### src/inc/agia_cfg.svh
// Constants of the converter gain access block: offsets, resets, fields.
// Assumes inclusion by bare name from the inc/ folder.
`ifndef AGIA_CFG_SVH
`define AGIA_CFG_SVH

// ----------------------------------------------------------------
// Special function register addresses
// ----------------------------------------------------------------
`define AGIA_CFG_ADDR 8'hec
`define AGIA_RES_HIGH_ADDR 8'hbe
`define AGIA_RES_LOW_ADDR 8'hbd

// ----------------------------------------------------------------
// Indirect gain register addresses
// ----------------------------------------------------------------
`define AGIA_GAIN_HIGH_IDX 8'h04
`define AGIA_GAIN_LOW_IDX 8'h07
`define AGIA_GAIN_EXTRA_IDX 8'h08

// ----------------------------------------------------------------
// Reset values
// ----------------------------------------------------------------
`define AGIA_CFG_RST 8'hf8
`define AGIA_GAIN_HIGH_RST 8'hfc
`define AGIA_GAIN_LOW_RST 4'h0
`define AGIA_GAIN_EXTRA_RST 1'h1
`define AGIA_RES_RST 8'h00
`define AGIA_IDX_RST 8'h00
`define AGIA_EFF_RST 13'h1000

// ----------------------------------------------------------------
// Field positions
// ----------------------------------------------------------------
`define AGIA_GAIN_EN_BIT 0
`define AGIA_LOW_FIELD_MSB 7
`define AGIA_LOW_FIELD_LSB 4
`define AGIA_EXTRA_BIT 0

// ----------------------------------------------------------------
// Gain arithmetic: numerator over 4096, extra bit worth 64/4096
// ----------------------------------------------------------------
`define AGIA_EXTRA_WEIGHT 13'h0040
`define AGIA_GAIN_MAX 13'h103f

`endif

### src/inc/agia_pkg.sv
// Types of the converter gain access block.
// Assumes agia_cfg.svh is reachable on the include path.
package agia_pkg;

    // Which gain register an indirect address selects
    typedef enum logic [1:0] {
        AGIA_SEL_NONE,
        AGIA_SEL_HIGH,
        AGIA_SEL_LOW,
        AGIA_SEL_EXTRA
    } agia_sel_t;

    typedef logic [11:0] agia_word_t;

endpackage

### src/inc/agia_gain_if.sv
// Carrier between the register front end and the gain register store.
// Assumes both ends run on the same clock.
`timescale 1ns/10ps

interface agia_gain_if;
    import agia_pkg::*;

    logic wr;
    agia_sel_t sel;
    logic [7:0] data;
    logic [7:0] high;
    logic [3:0] low;
    logic extra;

    // Front end issues writes, reads back the stored gain
    modport front (output wr, output sel, output data, input high, input low, input extra);
    // Store takes writes, shows its contents
    modport store (input wr, input sel, input data, output high, output low, output extra);
endinterface

### src/hw/agia_gain_regs.sv
// Store of the three write-only gain registers.
// Assumes writes arrive already decoded and qualified by the front end.
`timescale 1ns/10ps
`include "agia_cfg.svh"

module agia_gain_regs
    import agia_pkg::*;
(
    input wire logic ref_clk_i,
    input wire logic arst_n_i,
    agia_gain_if.store gif
);

    logic [7:0] high_ff;
    logic [3:0] low_ff;
    logic extra_ff;

    // ----------------------------------------------------------------
    // Gain storage
    // ----------------------------------------------------------------

    // Upper eight gain bits
    always_ff @(posedge ref_clk_i or negedge arst_n_i) begin
        if (!arst_n_i) begin
            high_ff <= `AGIA_GAIN_HIGH_RST;
        end else if (gif.wr && gif.sel == AGIA_SEL_HIGH) begin
            high_ff <= gif.data;
        end
    end

    // Lower four gain bits, reserved bits dropped
    always_ff @(posedge ref_clk_i or negedge arst_n_i) begin
        if (!arst_n_i) begin
            low_ff <= `AGIA_GAIN_LOW_RST;
        end else if (gif.wr && gif.sel == AGIA_SEL_LOW) begin
            low_ff <= gif.data[`AGIA_LOW_FIELD_MSB:`AGIA_LOW_FIELD_LSB];
        end
    end

    // Extra sixty-fourth bit, set after reset
    always_ff @(posedge ref_clk_i or negedge arst_n_i) begin
        if (!arst_n_i) begin
            extra_ff <= `AGIA_GAIN_EXTRA_RST;
        end else if (gif.wr && gif.sel == AGIA_SEL_EXTRA) begin
            extra_ff <= gif.data[`AGIA_EXTRA_BIT];
        end
    end

    assign gif.high = high_ff;
    assign gif.low = low_ff;
    assign gif.extra = extra_ff;

endmodule

### src/hw/agia_top.sv
// Gain setting front end of a 12-bit converter, on its special function
// register port. Assumes the processor gives one-cycle read and write strobes.
//
// What this block does and what software must do
// The gain word is the high byte followed by bits 7..4 of the low register.
// The equivalent gain spans zero to about 1.016.
// Effective gain is the word over 4096 plus one sixty-fourth when the extra bit is set.
// While the enable bit of the config register is set, result writes go to the gain store.
// In gain access a result-high write picks the address and a result-low write the data.
// The gain registers cannot be read back.
// Software sets enable, writes address, writes data, then clears enable.
// Software starts no conversion while the enable bit is set.
// Indirect address 0x04 is the high byte, reset 0xfc.
// Indirect address 0x07 holds the lower four bits in bits 7..4, reset zero.
// Software writes zeros to bits 3..0 of the low register.
// Indirect address 0x08 holds the extra sixty-fourth bit in bit 0.
// The extra bit resets to one and its reserved bits to zero.
`timescale 1ns/10ps
`include "agia_cfg.svh"

module agia_top
    import agia_pkg::*;
(
    input wire logic ref_clk_i,
    input wire logic arst_n_i,
    input wire logic [7:0] sfr_addr_i,
    input wire logic [7:0] sfr_wdata_i,
    input wire logic sfr_wr_i,
    input wire logic sfr_rd_i,
    output logic [7:0] sfr_rdata_o,
    input wire logic conv_done_i,
    input wire logic [15:0] conv_result_i,
    output agia_word_t gain_word_o,
    output logic extra_sixtyfourth_bit_o,
    output logic [12:0] effective_gain_o,
    output logic gain_access_enable_o
);

    // ----------------------------------------------------------------
    // Declarations
    // ----------------------------------------------------------------
    agia_gain_if gif ();

    logic [7:0] converter_config_register_ff;
    logic [7:0] result_high_register_ff;
    logic [7:0] result_low_register_ff;
    logic [7:0] gain_addr_ff;
    logic [7:0] rdata_ff;
    logic [12:0] effective_gain_ff;
    logic gain_access_enable;
    logic cfg_wr;
    logic res_high_wr;
    logic res_low_wr;

    // Indirect address decode, used by the write path only
    function automatic agia_sel_t agia_decode(input logic [7:0] idx);
        case (idx)
            `AGIA_GAIN_HIGH_IDX: agia_decode = AGIA_SEL_HIGH;
            `AGIA_GAIN_LOW_IDX: agia_decode = AGIA_SEL_LOW;
            `AGIA_GAIN_EXTRA_IDX: agia_decode = AGIA_SEL_EXTRA;
            default: agia_decode = AGIA_SEL_NONE;
        endcase
    endfunction

    // ----------------------------------------------------------------
    // Write strobes
    // ----------------------------------------------------------------

    // Per-register write strobes
    assign cfg_wr = sfr_wr_i && sfr_addr_i == `AGIA_CFG_ADDR;
    assign res_high_wr = sfr_wr_i && sfr_addr_i == `AGIA_RES_HIGH_ADDR;
    assign res_low_wr = sfr_wr_i && sfr_addr_i == `AGIA_RES_LOW_ADDR;
    assign gain_access_enable = converter_config_register_ff[`AGIA_GAIN_EN_BIT];

    // Configuration register, bit 0 opens gain access
    always_ff @(posedge ref_clk_i or negedge arst_n_i) begin
        if (!arst_n_i) begin
            converter_config_register_ff <= `AGIA_CFG_RST;
        end else if (cfg_wr) begin
            converter_config_register_ff <= sfr_wdata_i;
        end
    end

    // Result high: conversion data, or normal write outside gain access
    always_ff @(posedge ref_clk_i or negedge arst_n_i) begin
        if (!arst_n_i) begin
            result_high_register_ff <= `AGIA_RES_RST;
        end else if (res_high_wr && !gain_access_enable) begin
            result_high_register_ff <= sfr_wdata_i;
        end else if (conv_done_i) begin
            result_high_register_ff <= conv_result_i[15:8];
        end
    end

    // Result low: conversion data, or normal write outside gain access
    always_ff @(posedge ref_clk_i or negedge arst_n_i) begin
        if (!arst_n_i) begin
            result_low_register_ff <= `AGIA_RES_RST;
        end else if (res_low_wr && !gain_access_enable) begin
            result_low_register_ff <= sfr_wdata_i;
        end else if (conv_done_i) begin
            result_low_register_ff <= conv_result_i[7:0];
        end
    end

    // ----------------------------------------------------------------
    // Indirect gain access
    // ----------------------------------------------------------------

    // Indirect address latched from result-high writes in gain access
    always_ff @(posedge ref_clk_i or negedge arst_n_i) begin
        if (!arst_n_i) begin
            gain_addr_ff <= `AGIA_IDX_RST;
        end else if (res_high_wr && gain_access_enable) begin
            gain_addr_ff <= sfr_wdata_i;
        end
    end

    // Data write to the addressed gain register
    assign gif.wr = res_low_wr && gain_access_enable;
    assign gif.sel = agia_decode(gain_addr_ff);
    assign gif.data = sfr_wdata_i;

    agia_gain_regs u_regs (
        .ref_clk_i(ref_clk_i),
        .arst_n_i(arst_n_i),
        .gif(gif.store)
    );

    // ----------------------------------------------------------------
    // Gain outputs
    // ----------------------------------------------------------------

    // Gain word and extra bit straight from the store
    assign gain_word_o = {gif.high, gif.low};
    assign extra_sixtyfourth_bit_o = gif.extra;
    assign gain_access_enable_o = gain_access_enable;

    // Effective gain numerator over 4096
    always_ff @(posedge ref_clk_i or negedge arst_n_i) begin
        if (!arst_n_i) begin
            effective_gain_ff <= `AGIA_EFF_RST;
        end else begin
            effective_gain_ff <= {1'b0, gif.high, gif.low}
                + (gif.extra ? `AGIA_EXTRA_WEIGHT : 13'h0000);
        end
    end
    assign effective_gain_o = effective_gain_ff;

    // ----------------------------------------------------------------
    // Read path
    // ----------------------------------------------------------------

    // Registered read data; gain store never on this path
    always_ff @(posedge ref_clk_i or negedge arst_n_i) begin
        if (!arst_n_i) begin
            rdata_ff <= 8'h00;
        end else if (sfr_rd_i) begin
            case (sfr_addr_i)
                `AGIA_CFG_ADDR: rdata_ff <= converter_config_register_ff;
                `AGIA_RES_HIGH_ADDR: rdata_ff <= result_high_register_ff;
                `AGIA_RES_LOW_ADDR: rdata_ff <= result_low_register_ff;
                default: rdata_ff <= 8'h00;
            endcase
        end
    end
    assign sfr_rdata_o = rdata_ff;
endmodule

### config.mk
export PLATFORM = sky130hd
export DESIGN_NAME = agia_top
export DESIGN_NICKNAME = d
export VERILOG_FILES = /design/src/inc/agia_pkg.sv /design/src/inc/agia_gain_if.sv /design/src/hw/agia_gain_regs.sv /design/src/hw/agia_top.sv
export VERILOG_INCLUDE_DIRS = /design/src /design/src/inc
export SDC_FILE = /design/constraint.sdc
export NUM_CORES = 1
export LEC_CHECK = 0
export BUFFER_PORTS_ARGS = -buffer_cell sky130_fd_sc_hd__buf_2
export CORE_MARGIN = 3
export CORE_UTILIZATION = 55
export DETAILED_ROUTE_END_ITERATION = 7
export PLACE_DENSITY = 0.93
export SLEW_MARGIN = 20
export SYNTH_ARGS = -nofsm -noshare
export SYNTH_HDL_FRONTEND = slang
export SYNTH_HIERARCHICAL = 1
export SYNTH_SLANG_ARGS = --single-unit
### constraint.sdc
create_clock -name ref_clk_i -period 6.74 [get_ports ref_clk_i]
set_clock_uncertainty 0.05 [all_clocks]
set_input_delay 1.348 -clock ref_clk_i [delete_from_list [all_inputs] [get_ports ref_clk_i]]
set_output_delay 1.348 -clock ref_clk_i [all_outputs]
set_load 0.02 [all_outputs]
==> metrics <==
r2r worst-path depth 4; Peak Freq between 0.3 and 0.4 GHz; Tcrit/Tclk final 38.95%; critical path's top delay family simple AND/OR/NAND/NOR gates; die area 6171 sq um; router iterations before antenna repair 4; Final Hold Fails 0; Max stage delay on crit path approximately 350 ps; worst-path cell chain buf_2 > nand4_1 > nor2_1 > and3_1 > nand3b_1 > mux2_2; arrival time of the worst setup path 2790 ps; global-route wire length before repair between 10000 and 15000 um; ANT nets after route 0; worst skew pair latency 330 ps; Worst Hold Path Cells 0; Setup TNS Final 0 ps; largest net degree at the start of global routing 67; Switching Fraction 21.92%; worst setup path class input port to flip-flop; syn avg cell area 12.98 sq um; TritonCTS clock tree built; CTS buffer count 9; worst setup margin 4115 ps; vias in the first global route roughly 2100; CP Launch Type input port; Overall Global Routing Usage between 20% and 30%; most common cell after layout, fill and taps aside buf_2; global route overflow 0; dpl hpwl 4502 um; average wire per standard cell roughly 18 um; clock slew at reported path FFs 70 ps; layout cells sized above 1 a little under half; initial antenna violation count 0; endpoints failing setup 0; Max clock buf depth 2; Port-buffer cells 71; Peak VDD IR 0.1774 mV; power per cell area 240.1 nW/um^2; logic gate share of total power 6.6%; sw power 185.8 uW; Clk network pwr share 44.0%; max-cap viol count 0; DRT iter0 DRCs 159; post-placement cell area 3301 sq um; most frequent cells in the layout buf_2, dfrtp_1, mux2_2, nand2_1, mux2i_1; post-route minimum period ~2600 ps; Synth cell types 41; Slowest-stage cell, CP mux2_2; Syn-to-layout area delta 21.91%; Worst-Margin Slew 778.3 ps; core footprint 4911 sq um; CTS sink cnt 66; Syn Std Cell Area 2895 sq um; CP required 6910 ps; sequential area share after synthesis just under 60%; Row Count 25; final WL 6527 um; Worst Path Buf+Inv 1; WP depth 6; leakage power 1.787 nW; max-slew violations 0; NumNets Final 337; YS warnings 6; Max H-tree Level 3; Design Area, Final 3530 sq um; Tightest Hold Check Type flip-flop to flip-flop; status complete, no violations; drt drc 0; clock tree root buffer cell clkbuf_8; Syn Nets between 200 and 300; # IOs 72; vias roughly 2100; setup bufs post-CTS 0; relative slew slack about 48%; vias per cell 5.697; Post-Place Setup Slack approximately 3800 ps; #FFs+latches synth 66; CTS resizes 0; RSZ-0062 raised after global routing false; # hold bufs at CTS 0; initial core utilization 58.96%; Antenna Diode Count 0; Reg power frac 49.4%; die extent in x 78.56 um; Internal Power 661.8 uW; CP Max Fanout 4; Final GP Congestion roughly 0.79; Gate Count Post-Synth 223; CP Capture Type flip-flop; chip height between 70 and 80 um
cell families after synthesis:
family | share of synthesized area (%)
flops | 57.61
mux | 16.81
simple gates | 10.46
compound gates | 10.16
buf+inv | 2.592
fa+ha+maj | 0.8642
xor+xnor | 1.513
through the flow:
stage	std cells	power (mW)	hold WS (ps)	util (%)
6_report	370	0.8476	341.5	71.87
5_1_grt	370	0.8821	360.1	71.87
4_1_cts	370	0.8531	348.3	71.87
3_5_place_dp	354	0.4806	330.7	67.21
3_3_place_gp	354	0.4780	326.5	67.21
2_1_floorplan	223	0.4493	420.1	-
Yosys cell counts, drive strengths merged:
cell type  count  area share, %
a21oi          1           0.17
a22o           6            1.8
a22oi          6            1.6
a2bb2oi        2           0.61
a32oi          2           0.61
and3           1           0.22
and4           1           0.30
and4b          1           0.35
and4bb         2           0.86
buf            5            1.0
clkbuf         3           0.39
dfrtp         53             46
dfstp         13             12
ha             2           0.86
inv            9            1.2
mux2          29             11
mux2i         16            5.5
nand2         19            2.5
nand2b         1           0.22
nand3          4           0.86
nand3b         2           0.95
nand4          1           0.22
nand4b         1           0.30
nor2           3           0.39
nor2b          3           0.65
nor3           1           0.35
nor3b          1           0.26
nor4           2           0.65
nor4b          1           0.82
o21ai         16            2.8
o22ai          8            1.7
o311ai         1           0.91
or4            1           0.26
or4b           1           0.35
xnor2          3           0.91
xor2           2           0.61
state kept, by name (all words and copies together) (netlist names), 4 cells and up:
name and flops:
converter_config_register_ff 8, effective_gain_o 13, gain_addr_ff 8, result_high_register_ff 8
result_low_register_ff 8, sfr_rdata_o 8, u_regs/gif.high 8, u_regs/gif.low 4
per-layer routing:
layer | global-route usage (%) | vias to the layer above | routed length [um]
met1 | 27.69 | 1053 | 2695
met4 | 10.31 | 0 | 119
li1 | - | 964 | -
met5 | 0 | - | 0
met2 | 36.25 | 77 | 3277
met3 | 7.110 | 14 | 434
final timing paths:
| check | startpoint | to | slack [ps] |
|---|---|---|---|
| min in group asynchronous | arst_n_i | sfr_rdata_o[4]$_DFFE_PN0P_ | 1130 |
| max | sfr_addr_i[7] | u_regs/gif.low[3]$_DFFE_PN0P_ | 4110 |
| max reg2reg | gain_addr_ff[5]$_DFFE_PN0P_ | u_regs/gif.low[3]$_DFFE_PN0P_ | 4300 |
| max in group asynchronous | arst_n_i | result_low_register_ff[2]$_DFFE_PN0P_ | 5000 |
| min reg2reg | u_regs/gif.low[1]$_DFFE_PN0P_ | effective_gain_o[1]$_DFF_PN0_ | 340 |
| min | u_regs/gif.low[1]$_DFFE_PN0P_ | effective_gain_o[1]$_DFF_PN0_ | 340 |
area by class of cell:
cell class	instances	area (sq um)
clock buffer	12	155.1
clock inverter	4	73.82
fill	363	1381
inverter	9	33.78
multi-input combinational	140	1152
sequential	66	1668
tap	67	83.83
timing repair buffer	72	362.8
power by group through the flow:
stage                     Clock [mW]  Combinational (mW)  Sequential, mW
after CTS                      0.379              0.0567           0.418
after floorplan                    0              0.0270           0.422
after detailed placement           0              0.0560           0.425
after global placement             0              0.0541           0.424
after global routing           0.401              0.0620           0.419
final                          0.373              0.0561           0.419
Power figures use the tool's default switching activity.
